**config.mk**
```make
export PLATFORM = sky130hd
export DESIGN_NAME = nvc_ctrl
export DESIGN_NICKNAME = d
export VERILOG_FILES = /design/src/logic/nvc_pkg.sv /design/src/logic/nvc_ctrl.sv
export SDC_FILE = /design/constraint.sdc
export NUM_CORES = 1
export LEC_CHECK = 0
export ABC_AREA = 1
export BUFFER_PORTS_ARGS = -buffer_cell sky130_fd_sc_hd__buf_4
export CORE_ASPECT_RATIO = 2
export CORE_MARGIN = 2
export CORE_UTILIZATION = 30
export CTS_CLUSTER_DIAMETER = 120
export DETAILED_ROUTE_END_ITERATION = 16
export HOLD_SLACK_MARGIN = 0.12
export PLACE_DENSITY = 0.49
export SKIP_LAST_GASP = 1
export SLEW_MARGIN = 20
export SYNTH_ARGS = -nofsm -noshare
export SYNTH_HDL_FRONTEND = slang
export SYNTH_SLANG_ARGS = --single-unit
```
**constraint.sdc**
```tcl
create_clock -name clk_i -period 35.3 [get_ports clk_i]
set_clock_uncertainty 0.2 [all_clocks]
set_input_delay 0 -clock clk_i [delete_from_list [all_inputs] [get_ports clk_i]]
set_output_delay 0 -clock clk_i [all_outputs]
set_load 0.01 [all_outputs]
```
**src/logic/nvc_pkg.sv**
```systemverilog
// Constants and types shared by the nested vectored interrupt controller
package nvc_pkg;
    localparam int unsigned NVC_NUM_IRQ     = 32;
    localparam int unsigned NVC_IRQ_W       = 5;
    localparam int unsigned NVC_NUM_LVL     = 4;
    localparam int unsigned NVC_PRIO_W      = 2;
    localparam int unsigned NVC_LVL_W       = 3;
    localparam logic [2:0]  NVC_LVL_THREAD  = 3'h4;
    localparam int unsigned NVC_FRAME_WORDS = 8;
    localparam logic [2:0]  NVC_LAST_WORD   = 3'h7;
    localparam logic [31:0] NVC_FRAME_BYTES = 32'h0000_0020;
    localparam logic [5:0]  NVC_IRQ_EXC_BASE = 6'h10;
    localparam logic [31:0] NVC_RST_WORD    = 32'h0000_0000;

    // Frame slot order from the lowest address upward
    localparam logic [2:0]  NVC_SLOT_R0  = 3'h0;
    localparam logic [2:0]  NVC_SLOT_R1  = 3'h1;
    localparam logic [2:0]  NVC_SLOT_R2  = 3'h2;
    localparam logic [2:0]  NVC_SLOT_R3  = 3'h3;
    localparam logic [2:0]  NVC_SLOT_R12 = 3'h4;
    localparam logic [2:0]  NVC_SLOT_LNK = 3'h5;
    localparam logic [2:0]  NVC_SLOT_PC  = 3'h6;
    localparam logic [2:0]  NVC_SLOT_PSW = 3'h7;

    typedef enum logic [1:0] {
        NVC_ST_IDLE  = 2'b00,
        NVC_ST_PUSH  = 2'b01,
        NVC_ST_FETCH = 2'b10,
        NVC_ST_POP   = 2'b11
    } nvc_state_t;
endpackage

```
**src/logic/nvc_ctrl.sv**
```systemverilog
// Nested vectored interrupt controller: arbitration, stacking, vector fetch, return
// Overview of operation
// - Thirty-two request inputs 31..0 are taken, each given one of four priority levels.
// - Every request's priority comes from a software-set configuration value, not a fixed one.
// - A new request preempts the running handler only if its priority is strictly higher.
// - On acceptance the handler start address is read from the vector table in memory.
// - On entry the core's pc, status word, link register, r12 and r0-r3 are pushed to the stack.
// - When a handler ends the saved frame is popped and interrupted execution resumes.
// - A handler end with an eligible request pending chains straight to it with no pop or push.
// - A higher request arriving during push or before fetch takes over entry at no added cost.
// - Taking any interrupt places the core in handler mode, where all servicing happens.
// - An exception return is honoured only in handler mode and ignored in thread mode.
// - Reset leaves thread mode, which an exception return can enter again.
module nvc_ctrl
    import nvc_pkg::*;
(
    input  wire logic                               clk_i,
    input  wire logic                               rst_b_i,
    input  wire logic [NVC_NUM_IRQ-1:0]             irq_i,
    input  wire logic [NVC_NUM_IRQ*NVC_PRIO_W-1:0]  irq_prio_i,
    input  wire logic                               exc_return_i,
    input  wire logic [31:0]                        sp_i,
    input  wire logic [31:0]                        vec_base_i,
    input  wire logic [31:0]                        save_word_i,
    output logic      [2:0]                         save_sel_o,
    output logic                                    mem_req_o,
    output logic                                    mem_we_o,
    output logic      [31:0]                        mem_addr_o,
    output logic      [31:0]                        mem_wdata_o,
    input  wire logic                               mem_ack_i,
    input  wire logic [31:0]                        mem_rdata_i,
    output logic                                    rest_we_o,
    output logic      [2:0]                         rest_sel_o,
    output logic      [31:0]                        rest_data_o,
    output logic                                    sp_load_o,
    output logic      [31:0]                        sp_val_o,
    output logic                                    branch_o,
    output logic      [31:0]                        branch_addr_o,
    output logic      [5:0]                         exc_num_o,
    output logic                                    resume_o,
    output logic                                    core_hold_o,
    output logic                                    handler_mode_o
);

    // ------------------------------------------------------------
    // Declarations
    // ------------------------------------------------------------
    nvc_state_t                      state_q,    state_d;
    logic [NVC_NUM_IRQ-1:0]          pend_q,     pend_d;
    logic [NVC_NUM_LVL-1:0]          lvl_act_q,  lvl_act_d;
    logic [31:0]                     addr_q,     addr_d;
    logic                            mode_q,     mode_d;
    logic [NVC_IRQ_W-1:0]            tgt_q,      tgt_d;
    logic [2:0]                      cnt_q,      cnt_d;
    logic [31:0]                     frame_q,    frame_d;
    logic                            sp_load_q,  sp_load_d;
    logic [31:0]                     sp_val_q,   sp_val_d;
    logic                            branch_q,   branch_d;
    logic [31:0]                     baddr_q,    baddr_d;
    logic [5:0]                      exc_q,      exc_d;
    logic                            resume_q,   resume_d;

    logic [NVC_PRIO_W-1:0]           prio     [NVC_NUM_IRQ];
    logic [NVC_IRQ_W-1:0]            best_idx;
    logic [NVC_LVL_W-1:0]            best_lvl;
    logic [NVC_LVL_W-1:0]            run_lvl;
    logic [NVC_LVL_W-1:0]            ret_lvl;
    logic [NVC_NUM_LVL-1:0]          act_after_ret;
    logic [NVC_NUM_IRQ-1:0]          clr_pend;
    logic                            take_ok;
    logic                            ret_ok;
    logic                            chain_ok;
    logic                            push_done;
    logic                            fetch_done;
    logic                            pop_done;

    // ------------------------------------------------------------
    // Priority fields per input
    // ------------------------------------------------------------
    genvar gi;
    generate
        for (gi = 0; gi < NVC_NUM_IRQ; gi++) begin : g_prio
            assign prio[gi] = irq_prio_i[gi*NVC_PRIO_W +: NVC_PRIO_W];
        end
    endgenerate

    // ------------------------------------------------------------
    // Arbitration
    // ------------------------------------------------------------
    always_comb begin
        best_idx = '0;
        best_lvl = NVC_LVL_THREAD;
        // Strict less-than keeps the lowest number among equals
        for (int i = 0; i < NVC_NUM_IRQ; i++) begin
            if (pend_q[i] && ({1'b0, prio[i]} < best_lvl)) begin
                best_lvl = {1'b0, prio[i]};
                best_idx = NVC_IRQ_W'(i);
            end
        end
    end

    // Running level is the highest active one, thread level when none
    always_comb begin
        run_lvl = NVC_LVL_THREAD;
        for (int l = NVC_NUM_LVL - 1; l >= 0; l--) begin
            if (lvl_act_q[l]) begin
                run_lvl = NVC_LVL_W'(l);
            end
        end
    end

    // Level left running once the current handler retires
    always_comb begin
        act_after_ret = lvl_act_q;
        if (run_lvl != NVC_LVL_THREAD) begin
            act_after_ret[run_lvl[1:0]] = 1'b0;
        end
        ret_lvl = NVC_LVL_THREAD;
        for (int l = NVC_NUM_LVL - 1; l >= 0; l--) begin
            if (act_after_ret[l]) begin
                ret_lvl = NVC_LVL_W'(l);
            end
        end
    end

    assign take_ok  = best_lvl < run_lvl;
    assign ret_ok   = exc_return_i && (run_lvl != NVC_LVL_THREAD);
    assign chain_ok = best_lvl < ret_lvl;
    assign push_done  = (state_q == NVC_ST_PUSH) && mem_ack_i && (cnt_q == NVC_LAST_WORD);
    assign fetch_done = (state_q == NVC_ST_FETCH) && mem_ack_i;
    assign pop_done   = (state_q == NVC_ST_POP) && mem_ack_i && (cnt_q == NVC_LAST_WORD);

    // ------------------------------------------------------------
    // Control next state
    // ------------------------------------------------------------
    always_comb begin
        state_d   = state_q;
        lvl_act_d = lvl_act_q;
        tgt_d     = tgt_q;
        cnt_d     = cnt_q;
        frame_d   = frame_q;
        clr_pend  = '0;
        unique case (state_q)
            NVC_ST_IDLE: begin
                if (ret_ok) begin
                    lvl_act_d = act_after_ret;
                    if (chain_ok) begin
                        tgt_d   = best_idx;
                        state_d = NVC_ST_FETCH;
                    end else begin
                        frame_d = sp_i;
                        cnt_d   = '0;
                        state_d = NVC_ST_POP;
                    end
                end else if (take_ok) begin
                    tgt_d   = best_idx;
                    frame_d = sp_i - NVC_FRAME_BYTES;
                    cnt_d   = '0;
                    state_d = NVC_ST_PUSH;
                end
            end
            NVC_ST_PUSH: begin
                // Best pending can only improve, so follow it to the fetch
                tgt_d = best_idx;
                if (mem_ack_i) begin
                    cnt_d = cnt_q + 3'h1;
                    if (push_done) begin
                        state_d = NVC_ST_FETCH;
                    end
                end
            end
            NVC_ST_FETCH: begin
                if (mem_ack_i) begin
                    lvl_act_d[prio[tgt_q]] = 1'b1;
                    clr_pend[tgt_q]        = 1'b1;
                    state_d                = NVC_ST_IDLE;
                end
            end
            NVC_ST_POP: begin
                if (mem_ack_i) begin
                    cnt_d = cnt_q + 3'h1;
                    if (pop_done) begin
                        state_d = NVC_ST_IDLE;
                    end
                end
            end
        endcase
        if (state_d == NVC_ST_FETCH) begin
            addr_d = vec_base_i + {24'h0, NVC_IRQ_EXC_BASE + 6'(tgt_d), 2'b00};
        end else begin
            addr_d = frame_d + {27'h0, cnt_d, 2'b00};
        end
    end

    // ------------------------------------------------------------
    // Registers
    // ------------------------------------------------------------
    always_ff @(posedge clk_i or negedge rst_b_i) begin
        if (!rst_b_i) begin
            state_q   <= NVC_ST_IDLE;
            lvl_act_q <= '0;
            tgt_q     <= '0;
            cnt_q     <= '0;
            frame_q   <= NVC_RST_WORD;
            addr_q    <= NVC_RST_WORD;
        end else begin
            state_q   <= state_d;
            lvl_act_q <= lvl_act_d;
            tgt_q     <= tgt_d;
            cnt_q     <= cnt_d;
            frame_q   <= frame_d;
            addr_q    <= addr_d;
        end
    end

    // ------------------------------------------------------------
    // Pending requests
    // ------------------------------------------------------------
    always_comb begin
        // A request asserted in its clearing cycle stays pending
        pend_d = (pend_q & ~clr_pend) | irq_i;
    end

    always_ff @(posedge clk_i or negedge rst_b_i) begin
        if (!rst_b_i) begin
            pend_q <= '0;
        end else begin
            pend_q <= pend_d;
        end
    end

    // ------------------------------------------------------------
    // Core hand-off pulses and execution mode
    // ------------------------------------------------------------
    always_comb begin
        sp_load_d = 1'b0;
        sp_val_d  = sp_val_q;
        branch_d  = 1'b0;
        baddr_d   = baddr_q;
        exc_d     = exc_q;
        resume_d  = 1'b0;
        mode_d    = mode_q;
        if (push_done) begin
            sp_load_d = 1'b1;
            sp_val_d  = frame_q;
        end
        if (fetch_done) begin
            branch_d = 1'b1;
            baddr_d  = mem_rdata_i;
            exc_d    = NVC_IRQ_EXC_BASE + 6'(tgt_q);
            mode_d   = 1'b1;
        end
        if (pop_done) begin
            sp_load_d = 1'b1;
            sp_val_d  = frame_q + NVC_FRAME_BYTES;
            resume_d  = 1'b1;
            // Thread mode again only once no handler is left active
            mode_d    = |lvl_act_q;
        end
    end

    always_ff @(posedge clk_i or negedge rst_b_i) begin
        if (!rst_b_i) begin
            sp_load_q <= 1'b0;
            sp_val_q  <= NVC_RST_WORD;
            branch_q  <= 1'b0;
            baddr_q   <= NVC_RST_WORD;
            exc_q     <= '0;
            resume_q  <= 1'b0;
            mode_q    <= 1'b0;
        end else begin
            sp_load_q <= sp_load_d;
            sp_val_q  <= sp_val_d;
            branch_q  <= branch_d;
            baddr_q   <= baddr_d;
            exc_q     <= exc_d;
            resume_q  <= resume_d;
            mode_q    <= mode_d;
        end
    end

    // ------------------------------------------------------------
    // Outputs
    // ------------------------------------------------------------
    assign mem_req_o   = state_q != NVC_ST_IDLE;
    assign mem_we_o    = state_q == NVC_ST_PUSH;
    assign save_sel_o  = cnt_q;
    assign mem_wdata_o = save_word_i;
    assign rest_we_o   = (state_q == NVC_ST_POP) && mem_ack_i;
    assign rest_sel_o  = cnt_q;
    assign rest_data_o = mem_rdata_i;

    assign mem_addr_o     = addr_q;
    assign sp_load_o      = sp_load_q;
    assign sp_val_o       = sp_val_q;
    assign branch_o       = branch_q;
    assign branch_addr_o  = baddr_q;
    assign exc_num_o      = exc_q;
    assign resume_o       = resume_q;
    assign core_hold_o    = state_q != NVC_ST_IDLE;
    assign handler_mode_o = mode_q;

endmodule

```
==> tab_implementation.tex, run 1 <==
\begin{tabular}{lr}
\hline
Metric & Value \\
\hline
\multicolumn{2}{l}{\textbf{Synthesis}} \\
\quad Sequential-to-total area share from yosys stat & 32.1\% \\
\quad Syn Std Cell Area & 14400 um2 \\
\quad Net Count, Synth & 2341 \\
\quad Main combinational cell family by area after synthesis & simple AND/OR/NAND/NOR gates \\
\quad Post-synthesis adder-cell area fraction & 4.46\% \\
\quad Synthesis warning total & 0 \\
\quad Synth Area in Compound Gates & 13.5\% \\
\quad Number of enable-type register cells in the synthesized netlist & 0 \\
\quad Ranking of synthesized cells by area & dfrtp\_1 32\%, nand2\_1 15\%, inv\_1 6.8\%, nand3\_1 5.4\%, ha\_1 4.2\% \\
\quad Share of Yosys cell area claimed by the top area cell type & 32.1\% \\
\quad Cell taking the most area after synthesis & dfrtp\_1 \\
\quad Syn\_area\_per\_cell & 6.96 um2 \\
\quad Post-Synth XOR/XNOR Area & 3.78\% \\
\quad Proportion of synthesized area in mux cells & 0.0697\% \\
\quad Synthesized netlist cell count & 2063 \\
\quad Most common flop cell mapped by yosys & dfrtp\_1 \\
\quad Post-synthesis register bit count & 184 \\
\quad Count of distinct cell types in the synthesized netlist & 49 \\
\quad Share of async-settable or async-resettable flops after synthesis & 100\% \\
\quad Post-synthesis simple-gate area fraction & 34.2\% \\
\multicolumn{2}{l}{\textbf{Setup path}} \\
\quad Most frequent cell on the critical path & nand2\_1 \\
\quad Reg-to-reg endpoint & mem\_addr\_o[30] \\
\quad Count of cell instances traversed by the critical path & 214 \\
\quad Setup slack of the most critical reg-to-reg path & 3.05 ns \\
\quad Critical Path End Type & register \\
\quad Category of the most critical setup path & reg2reg \\
\quad CP max-delay cell & dlygate4sd3\_1 \\
\quad Worst reg2reg path depth & 214 \\
\quad Buffer and inverter count on the worst path & 11 \\
\quad Delay-heaviest family, CP & simple AND/OR/NAND/NOR gates \\
\quad Startpoint of the most critical register-to-register path & pend\_q[0] \\
\quad Peak fanout along the critical path & 27 \\
\quad Worst Path Required & 35.46 ns \\
\quad Crit start category & register \\
\quad Signal arrival time at the worst endpoint & 32.41 ns \\
\quad Delay of the slowest cell on the worst path & 0.56 ns \\
\multicolumn{2}{l}{\textbf{Detailed routing}} \\
\quad Drt drc & 0 \\
\quad Final antenna-violating net count & 0 \\
\quad Via count & 15700 \\
\quad Number of detailed-route iterations in the first pass & 5 \\
\quad Average routed wire per standard cell & 18.9 um \\
\quad Total Wirelength & 61400 um \\
\quad Iteration-0 DRC count of the detailed router & 811 \\
\quad Vias per Instance & 4.86 \\
\multicolumn{2}{l}{\textbf{Clock network}} \\
\quad Clock Sink Count & 184 \\
\quad CTS tree & done \\
\quad CTS Buffer Depth & 2 \\
\quad Clock edge transition at the registers on the reported setup and hold paths & 0.08 ns \\
\quad Root buffer cell & clkbuf\_16 \\
\quad H-Tree Depth & 4 \\
\quad Clock latency at the later pin of the worst-skew pair & 0.47 ns \\
\quad Total clock buffers created by CTS & 17 \\
\multicolumn{2}{l}{\textbf{Layout}} \\
\quad Area Overhead vs Synth & 42.6\% \\
\quad Post-layout utilization of the core & 43.2\% \\
\quad Nets@finish & 2873 \\
\quad Most frequent cells in the layout & 577 x nand2\_1, 352 x buf\_4, 270 x dlygate4sd3\_1, 259 x inv\_1, 184 x dfrtp\_1 \\
\quad Most common cell after layout, fill and taps aside & nand2\_1 \\
\quad Layout cells sized above 1 & 21.0\% \\
\multicolumn{2}{l}{\textbf{Die}} \\
\quad Area enclosed by the die boundary & 49700 um2 \\
\quad Initial core utilization & 30.3\% \\
\quad Overall die width & 159 um \\
\quad Floorplan Core Area & 47400 um2 \\
\quad Row count & 113 \\
\quad Die Height & 313 um \\
\quad Top-level port count & 408 \\
\multicolumn{2}{l}{\textbf{STA}} \\
\quad Setup-failing EPs final & 0 \\
\quad Worst slew slack as a fraction of its limit & 32.7\% \\
\quad Final Hold Viols & 0 \\
\quad Final slew viol count & 0 \\
\quad Final worst path period share & 91.4\% \\
\quad Worst slew pin tran & 1.01 ns \\
\quad Setup TNS & 0 ns \\
\quad Post-route minimum period & 32.25 ns \\
\quad Maximum clock frequency & 31.0 MHz \\
\multicolumn{2}{l}{\textbf{Hold path}} \\
\quad Worst hold path endpoint & frame\_q[1] \\
\quad Worst hold path depth & 4 \\
\quad Beginning of the worst hold path & sp\_i[1] \\
\quad Kind of path behind the tightest hold check & in2reg \\
\multicolumn{2}{l}{\textbf{GRT}} \\
\quad Overflow left after global routing & 0 \\
\quad First-pass GRT wire length & 91400 um \\
\quad Number of global-route vias before repair & 16400 \\
\quad Initial antenna violation count & 1 \\
\quad Largest net degree at the start of global routing & 66 \\
\quad Combined global-route utilization of all metal layers & 24.5\% \\
\multicolumn{2}{l}{\textbf{Placement}} \\
\quad Final RePlAce weighted congestion & 0.981 \\
\quad IO buf count & 343 \\
\quad Total half-perimeter wirelength after legalization and detailed placement & 47300 um \\
\multicolumn{2}{l}{\textbf{Status}} \\
\quad Result of the run & finished, final reports clean \\
\multicolumn{2}{l}{\textbf{Run}} \\
\quad Number of max-cap violations & 0 \\
\hline
\end{tabular}
-- synthesized netlist by cell type (3+ instances only) --
| library cell | instances |
|---|---|
| xor2_1 | 54 |
| a31oi_1 | 18 |
| nand4_1 | 55 |
| o22ai_1 | 12 |
| nand2_1 | 579 |
| a21oi_4 | 10 |
| nand3_1 | 156 |
| a21oi_2 | 21 |
| nor2_2 | 11 |
| buf_4 | 69 |
| or2_2 | 7 |
| a21boi_1 | 25 |
| nor3_1 | 29 |
| o31ai_1 | 5 |
| a21boi_2 | 4 |
| clkinv_1 | 4 |
| buf_1 | 3 |
| inv_1 | 259 |
| a22oi_1 | 10 |
| o221ai_1 | 3 |
| o21ai_1 | 11 |
| o211ai_1 | 5 |
| dfrtp_1 | 184 |
| inv_2 | 6 |
| ha_1 | 48 |
| nand3b_1 | 7 |
| xnor2_1 | 8 |
| o21ai_0 | 107 |
| clkbuf_1 | 32 |
| nand2_4 | 16 |
| o21bai_1 | 33 |
| nand2_2 | 69 |
| buf_2 | 6 |
| nor4_1 | 8 |
| nand3_2 | 5 |
| nor2_1 | 147 |
| a21oi_1 | 22 |
-- per-stage QoR --
stage               cells  hold slack, ns  setup slack (ns)  cell area, um2
global placement     2936          -0.200              3.31           17100
finish               3240           0.146              3.05           20500
floorplan            2063          -0.496              6.52           14400
global route         3239           0.140          -0.00924           20500
detailed placement   2936          -0.200              1.99           17100
CTS                  3238           0.123             0.783           20400
-- layer usage --
layer	wire length, um	up-vias	GRT usage, %	part of all wire (%)
met3	2870	123	3.35	4.7
met4	4020	0	14.9	6.5
li1	-	7673	-	-
met5	0	-	0	0
met2	33600	528	47.7	55
met1	20900	7424	23.6	34
-- timing repair --
item,in CTS,in global routing
endpoints found under the hold margin,259,0
endpoints found under the setup margin,0,22
buffers inserted,0,0
resized for setup,0,30
hold buffers,271,0
-- worst min-delay path, stage by stage --
cell           delay, ns
dlygate4sd3_1       0.53
buf_4               0.10
nand2_1             0.04
o21ai_0             0.09
-- worst max-delay path by stage --
stage	startpoint	to	slack [ns]
2_1_floorplan	pend_q[0]	mem_addr_o[30]	6.52
3_3_place_gp	pend_q[0]	mem_addr_o[30]	3.31
3_5_place_dp	pend_q[0]	mem_addr_o[30]	1.99
4_1_cts	pend_q[0]	mem_addr_o[30]	0.78
5_1_grt	pend_q[0]	mem_addr_o[30]	-0.009
6_report	pend_q[0]	mem_addr_o[30]	3.05
-- layout make-up --
cell class                 count  area [um2]
antenna                        1        2.50
multi-input combinational   1499        8110
sequential                   184        4600
fill                        4953       26900
clock inverter                14         141
clock buffer                  17         425
tap                          632         791
timing repair buffer         624        5390
inverter                     269        1010
-- cells by family after synthesis --
family,Yosys count
simple gates,1094
fa+ha+maj,50
xor+xnor,62
flops,184
compound gates,291
mux,1
buf+inv,381
-- state kept, by name (all words and copies together), names as in the netlist, 2 cells and up --
| name | cells |
|---|---|
| pend_q | 32 |
| lvl_act_q | 4 |
| sp_val_o | 32 |
| branch_addr_o | 32 |
| frame_q | 32 |
| mem_addr_o | 32 |
| tgt_q | 5 |
| exc_num_o | 6 |
| rest_sel_o | 3 |
| state_q | 2 |
Power of run 1 is not shown: default switching activity piles up to over one toggle a cycle in this logic, so the estimate is an artifact.
==> run 2, diff against run 1 <==
--- a/config.mk
+++ b/config.mk
@@ -12,8 +12,9 @@
 export CORE_UTILIZATION = 30
 export CTS_CLUSTER_DIAMETER = 120
 export DETAILED_ROUTE_END_ITERATION = 16
+export GPL_TIMING_DRIVEN = 0
 export HOLD_SLACK_MARGIN = 0.12
-export PLACE_DENSITY = 0.49
+export PLACE_DENSITY = 0.48
 export SKIP_LAST_GASP = 1
 export SLEW_MARGIN = 20
 export SYNTH_ARGS = -nofsm -noshare
==> run 2 against run 1 <==
  * Wire length rose by 4.6%
  * Global-route usage up 1.0 points
  * Critical path depth stayed put
  * Register-to-register slack gained 0.03 ns
  * Clock-buffer cell count up 5
  * Fmax about the same
  * Critical path type unchanged
  * Die area unchanged
==> tab_implementation.tex, run 2 (synthesized netlist as in run 1, its figures left out) <==
\begin{tabular}{lr}
\hline
Metric & Value \\
\hline
\multicolumn{2}{l}{\textbf{Die}} \\
\quad Top-level port count & 408 \\
\quad Row count & 113 \\
\quad Floorplan Core Area & 47400 um2 \\
\quad Initial core utilization & 30.3\% \\
\quad Overall die width & 159 um \\
\quad Die Height & 313 um \\
\quad Area enclosed by the die boundary & 49700 um2 \\
\multicolumn{2}{l}{\textbf{Detailed routing}} \\
\quad Final antenna-violating net count & 0 \\
\quad Iteration-0 DRC count of the detailed router & 712 \\
\quad Number of detailed-route iterations in the first pass & 5 \\
\quad Drt drc & 0 \\
\quad Via count & 16200 \\
\quad Vias per Instance & 4.79 \\
\quad Average routed wire per standard cell & 19.0 um \\
\quad Total Wirelength & 64200 um \\
\multicolumn{2}{l}{\textbf{GRT}} \\
\quad First-pass GRT wire length & 94000 um \\
\quad Initial antenna violation count & 2 \\
\quad Combined global-route utilization of all metal layers & 25.6\% \\
\quad Number of global-route vias before repair & 16800 \\
\quad Largest net degree at the start of global routing & 91 \\
\quad Overflow left after global routing & 0 \\
\multicolumn{2}{l}{\textbf{Clock network}} \\
\quad CTS tree & done \\
\quad Root buffer cell & clkbuf\_16 \\
\quad H-Tree Depth & 4 \\
\quad Total clock buffers created by CTS & 17 \\
\quad Clock Sink Count & 184 \\
\quad Clock latency at the later pin of the worst-skew pair & 0.47 ns \\
\quad Clock edge transition at the registers on the reported setup and hold paths & 0.08 ns \\
\quad CTS Buffer Depth & 2 \\
\multicolumn{2}{l}{\textbf{Layout}} \\
\quad Nets@finish & 3010 \\
\quad Area Overhead vs Synth & 48.5\% \\
\quad Count of fill cells added during filler insertion & 4879 \\
\quad Final design instance area without fill & 21300 um2 \\
\quad Most frequent cells in the layout & 578 x nand2\_1, 443 x buf\_4, 272 x dlygate4sd3\_1, 259 x inv\_1, 184 x dfrtp\_1 \\
\quad Layout cells sized above 1 & 23.3\% \\
\quad Most common cell after layout, fill and taps aside & nand2\_1 \\
\multicolumn{2}{l}{\textbf{Placement}} \\
\quad IO buf count & 375 \\
\quad Total half-perimeter wirelength after legalization and detailed placement & 51400 um \\
\quad Cell area reported after detailed placement & 18000 um2 \\
\quad Final RePlAce weighted congestion & 0.973 \\
\multicolumn{2}{l}{\textbf{Setup path}} \\
\quad Delay of the slowest cell on the worst path & 0.61 ns \\
\quad Signal arrival time at the worst endpoint & 32.43 ns \\
\quad Critical Path End Type & register \\
\quad Peak fanout along the critical path & 10 \\
\quad Crit start category & register \\
\quad Category of the most critical setup path & reg2reg \\
\quad Worst Path Required & 35.51 ns \\
\quad Most frequent cell on the critical path & nand2\_1 \\
\quad CP max-delay cell & dlygate4sd3\_1 \\
\multicolumn{2}{l}{\textbf{STA}} \\
\quad Setup-failing EPs final & 0 \\
\quad Final Hold Viols & 0 \\
\quad Final slew viol count & 0 \\
\quad Worst slew slack as a fraction of its limit & 31.4\% \\
\quad Setup TNS & 0 ns \\
\quad Worst slew pin tran & 1.03 ns \\
\quad Final worst path period share & 91.3\% \\
\quad Post-route minimum period & 32.22 ns \\
\quad RSZ-0062 raised after global routing & no \\
\quad Maximum clock frequency & 31.0 MHz \\
\multicolumn{2}{l}{\textbf{Run}} \\
\quad Number of max-cap violations & 0 \\
\multicolumn{2}{l}{\textbf{Status}} \\
\quad Result of the run & finished, final reports clean \\
\multicolumn{2}{l}{\textbf{Hold path}} \\
\quad Kind of path behind the tightest hold check & in2reg \\
\hline
\end{tabular}
[run 2: cell types whose count changed in the layout (fill, tap and decap cells not counted), moves of 2 or more]
cell           previous run  this run
o21ai_1                  31        39
clkinv_4                  0         2
buf_1                     0         3
clkinv_2                  4         1
dlygate4sd3_1           270       272
buf_2                     0         6
clkbuf_1                  0        37
buf_6                     0         2
o21ai_0                  87        79
buf_4                   352       443
[run 2: repair_timing]
| action | CTS | global route |
|---|---|---|
| hold endpoints to repair | 381 | 0 |
| hold buffers | 273 | 0 |
| setup buffers | 0 | 0 |
| setup endpoints to repair | 0 | 24 |
| gates resized for setup | 0 | 34 |
[run 2: area by class of cell]
class | instances | area [um2] | share of cell area (%)
Multi-Input combinational cell | 1498 | 8060 | 37.8
Timing Repair Buffer | 650 | 5620 | 26.4
Sequential cell | 184 | 4600 | 21.6
Inverter | 269 | 1010 | 4.75
Tap cell | 632 | 791 | 3.71
Buffer | 112 | 702 | 3.29
Clock buffer | 22 | 444 | 2.08
Clock inverter | 10 | 86.3 | 0.405
Antenna cell | 1 | 2.50 | 0.0117
[run 2: metal layers]
metal  vias up  wire [um]  track usage, %
met4         2       4950            18.6
met5         -         11               0
met2       517      35100            49.6
met1      7552      21400            23.6
met3       141       2750            3.18
li1       7954          -               -
[run 2: worst max-delay path: cells and delay by family (launching register included)]
| kind | cells | cell delay, ns |
|---|---|---|
| AO/OA/AOI/OAI | 66 | 9.20 |
| adder cells (fa/ha/maj) | 33 | 9.00 |
| buffers and inverters | 11 | 2.54 |
| flip-flops | 1 | 0.40 |
| AND/OR/NAND/NOR | 104 | 10.80 |
[run 2: final timing paths]
check / start / to / slack [ns] / cells after the start
worst max-delay path: pend_q[0] / mem_addr_o[23] / 3.08 / 214
max in group asynchronous: rst_b_i / mem_addr_o[1] / 33.61 / 5
min in group asynchronous: rst_b_i / pend_q[2] / 0.39 / 4
worst max register to register: pend_q[0] / mem_addr_o[23] / 3.08 / 214
worst min-delay path: irq_i[22] / pend_q[22] / 0.14 / 3
worst min register to register: branch_addr_o[17] / branch_addr_o[17] / 0.28 / 2
[run 2: metrics by stage]
stage | utilization, % | instances | hold WS [ns] | setup slack (ns)
final | 45.0 | 3378 | 0.136 | 3.08
after CTS | 45.0 | 3377 | 0.121 | 0.147
after detailed placement | 38.1 | 3072 | -0.318 | 0.770
after global routing | 45.0 | 3378 | 0.142 | 0.0236
after floorplan | - | 2063 | -0.496 | 6.52
after global placement | 37.9 | 3070 | -0.0227 | 1.58
Power of run 2 is left out for the same reason.
==> run 3, diff against run 2 <==
--- a/config.mk
+++ b/config.mk
@@ -5,7 +5,6 @@
 export SDC_FILE = /design/constraint.sdc
 export NUM_CORES = 1
 export LEC_CHECK = 0
-export ABC_AREA = 1
 export BUFFER_PORTS_ARGS = -buffer_cell sky130_fd_sc_hd__buf_4
 export CORE_ASPECT_RATIO = 2
 export CORE_MARGIN = 2
==> run 3 against run 2 <==
  * Synthesized area shrank 0.11%
  * Final cell count shrank 2.2%
  * Via count grew 6.9%
  * Global-route usage grew 1.6 points
  * Sequential share of layout area shrank 2.7 points
  * Non-clock buffer count grew 233
  * Die area is 0.11% lower
  * Critical path depth up 12
  * First-iteration DRC count grew 44%
  * Synthesized cell count shrank 14%
  * Design area grew 14%
  * Critical endpoint is now mem_addr_o[24]
  * Largest cell class unchanged
==> tab_implementation.tex, run 3 <==
\begin{tabular}{lr}
\hline
Metric & Value \\
\hline
\multicolumn{2}{l}{\textbf{Clock network}} \\
\quad H-Tree Depth & 4 \\
\quad Root buffer cell & clkbuf\_16 \\
\quad Clock edge transition at the registers on the reported setup and hold paths & 0.08 ns \\
\quad Clock Sink Count & 184 \\
\quad Total clock buffers created by CTS & 17 \\
\quad Clock latency at the later pin of the worst-skew pair & 0.46 ns \\
\quad CTS tree & done \\
\quad CTS Buffer Depth & 2 \\
\multicolumn{2}{l}{\textbf{Detailed routing}} \\
\quad Final antenna-violating net count & 0 \\
\quad Iteration-0 DRC count of the detailed router & 1027 \\
\quad Total Wirelength & 70200 um \\
\quad Vias per Instance & 5.23 \\
\quad Average routed wire per standard cell & 21.2 um \\
\quad Via count & 17300 \\
\quad Drt drc & 0 \\
\quad Number of detailed-route iterations in the first pass & 5 \\
\multicolumn{2}{l}{\textbf{STA}} \\
\quad Final slew viol count & 0 \\
\quad Setup TNS & 0 ns \\
\quad Setup-failing EPs final & 0 \\
\quad Worst slew slack as a fraction of its limit & 37.3\% \\
\quad Final worst path period share & 99.0\% \\
\quad Final Hold Viols & 0 \\
\quad RSZ-0062 raised after global routing & yes \\
\quad Post-route minimum period & 34.95 ns \\
\quad Final setup slack of the worst path & 0.352 ns \\
\quad Worst slew pin tran & 0.941 ns \\
\quad Maximum clock frequency & 28.6 MHz \\
\multicolumn{2}{l}{\textbf{Setup path}} \\
\quad CP max-delay cell & dfrtp\_1 \\
\quad Signal arrival time at the worst endpoint & 35.11 ns \\
\quad Category of the most critical setup path & reg2reg \\
\quad Delay-heaviest family, CP & compound AO/OA/AOI/OAI gates \\
\quad Worst Path Required & 35.46 ns \\
\quad Delay of the slowest cell on the worst path & 0.39 ns \\
\quad Most frequent cell on the critical path & buf\_4 \\
\quad Critical Path End Type & register \\
\quad Buffer and inverter count on the worst path & 48 \\
\quad Crit start category & register \\
\quad Peak fanout along the critical path & 5 \\
\multicolumn{2}{l}{\textbf{Synthesis}} \\
\quad Syn\_area\_per\_cell & 8.08 um2 \\
\quad Share of async-settable or async-resettable flops after synthesis & 100\% \\
\quad Number of enable-type register cells in the synthesized netlist & 0 \\
\quad Commonest cells in the netlist & 275 x nand2\_1, 184 x dfrtp\_1, 167 x nor2\_1, 158 x o21ai\_0, 84 x a21oi\_1 \\
\quad Sequential-to-total area share from yosys stat & 32.1\% \\
\quad Count of distinct cell types in the synthesized netlist & 100 \\
\quad Net Count, Synth & 2054 \\
\quad Syn Std Cell Area & 14300 um2 \\
\quad Share of Yosys cell area claimed by the top area cell type & 32.1\% \\
\quad Ranking of synthesized cells by area & dfrtp\_1 32\%, nand2\_1 7.2\%, o21ai\_0 5.5\%, nor2\_1 4.4\%, ha\_1 4.2\% \\
\quad Synthesized netlist cell count & 1776 \\
\quad Library cell with the highest instance count after synthesis & nand2\_1 \\
\quad Synthesis warning total & 0 \\
\quad Post-synthesis register bit count & 184 \\
\quad Cell taking the most area after synthesis & dfrtp\_1 \\
\quad Most common flop cell mapped by yosys & dfrtp\_1 \\
\multicolumn{2}{l}{\textbf{Placement}} \\
\quad Total half-perimeter wirelength after legalization and detailed placement & 51800 um \\
\quad Final RePlAce weighted congestion & 0.893 \\
\quad IO buf count & 374 \\
\quad Worst Setup Slack post-DPL & -8.73 ns \\
\multicolumn{2}{l}{\textbf{Layout}} \\
\quad Post-layout utilization of the core & 51.4\% \\
\quad Layout cells sized above 1 & 38.2\% \\
\quad Count of fill cells added during filler insertion & 4510 \\
\quad Area of combinational cells with multiple inputs & 10100 um2 \\
\quad Most common cell after layout, fill and taps aside & buf\_4 \\
\quad Nets@finish & 2937 \\
\quad Area Overhead vs Synth & 69.9\% \\
\quad Register area & 4600 um2 \\
\quad Most frequent cells in the layout & 675 x buf\_4, 263 x nand2\_1, 251 x dlygate4sd3\_1, 184 x dfrtp\_1, 140 x nor2\_1 \\
\multicolumn{2}{l}{\textbf{GRT}} \\
\quad Combined global-route utilization of all metal layers & 27.2\% \\
\quad First-pass GRT wire length & 101000 um \\
\quad Overflow left after global routing & 0 \\
\quad Number of global-route vias before repair & 17500 \\
\quad Largest net degree at the start of global routing & 84 \\
\quad Initial antenna violation count & 0 \\
\multicolumn{2}{l}{\textbf{Die}} \\
\quad Overall die width & 159 um \\
\quad Row count & 113 \\
\quad Floorplan Core Area & 47400 um2 \\
\quad Die Height & 313 um \\
\quad Top-level port count & 408 \\
\quad Area enclosed by the die boundary & 49700 um2 \\
\quad Initial core utilization & 30.3\% \\
\multicolumn{2}{l}{\textbf{Hold path}} \\
\quad Kind of path behind the tightest hold check & in2reg \\
\multicolumn{2}{l}{\textbf{Run}} \\
\quad Number of max-cap violations & 0 \\
\multicolumn{2}{l}{\textbf{Status}} \\
\quad Result of the run & finished, final reports clean \\
\hline
\end{tabular}
run 3: worst reg2reg max path, delay by kind of cell (launching register included):
kind	cells	cell delay [ns]
AOI/OAI and AO/OA	87	12.14
adders and majority gates	31	8.00
and+or+nand+nor	51	6.16
buffers and inverters	48	5.38
muxes	8	2.34
DFF	1	0.39
xor gates and xnor gates	1	0.17
run 3: final timing paths:
path,from,endpoint,slack [ns],depth (start not counted)
worst min-delay path,irq_i[7],pend_q[7],0.13,3
worst max-delay path,pend_q[0],mem_addr_o[24],0.35,226
min in group asynchronous,rst_b_i,sp_val_o[18],0.44,4
worst min register to register,frame_q[1],sp_val_o[1],0.27,2
max in group asynchronous,rst_b_i,pend_q[14],33.62,5
worst max register to register,pend_q[0],mem_addr_o[24],0.35,226
run 3: what timing repair did:
| item | CTS | global route |
|---|---|---|
| gates resized for setup | 158 | 180 |
| buffers inserted | 173 | 71 |
| gates cloned | 0 | 2 |
| endpoints found under the hold margin | 386 | 0 |
| setup endpoints to repair | 73 | 73 |
| pin swaps | 78 | 172 |
| hold buffers | 259 | 0 |
run 3: cells by family (layout without fill, tap and decap cells):
logic type	count (synthesis)	after routing	synth area share, %
muxes	36	36	3.99
adders and majority gates	50	50	4.47
AOI/OAI and AO/OA	482	482	22.2
xor gates and xnor gates	65	65	3.97
buffers and inverters	213	1107	7.68
and+or+nand+nor	746	746	25.6
other	0	1	0
DFF	184	184	32.1
run 3: through the flow:
stage | std cells | instance area, um2 | hold WS, ns
2_1_floorplan | 1776 | 14300 | -0.496
3_3_place_gp | 2782 | 17900 | -0.0226
3_5_place_dp | 2784 | 18000 | -0.264
4_1_cts | 3244 | 23100 | 0.123
5_1_grt | 3302 | 24400 | 0.150
6_report | 3303 | 24400 | 0.133
run 3: metal layers:
metal | GRT usage, % | share of wire [%] | up-vias
met4 | 19.1 | 8.2 | 0
met2 | 53.0 | 56 | 667
met3 | 3.28 | 4.4 | 255
met1 | 25.1 | 32 | 8338
li1 | - | - | 8026
met5 | 0 | 0 | -
run 3: area by class of cell:
cell class | count | area share, %
Multi-Input combinational cell | 1379 | 41.3
Timing Repair Buffer | 869 | 29.8
Sequential cell | 184 | 18.9
Buffer | 126 | 3.29
Tap cell | 632 | 3.25
Clock buffer | 19 | 1.78
Inverter | 82 | 1.29
Clock inverter | 11 | 0.447
Antenna cell | 1 | 0.0103
Power of run 3 is left out for the same reason.
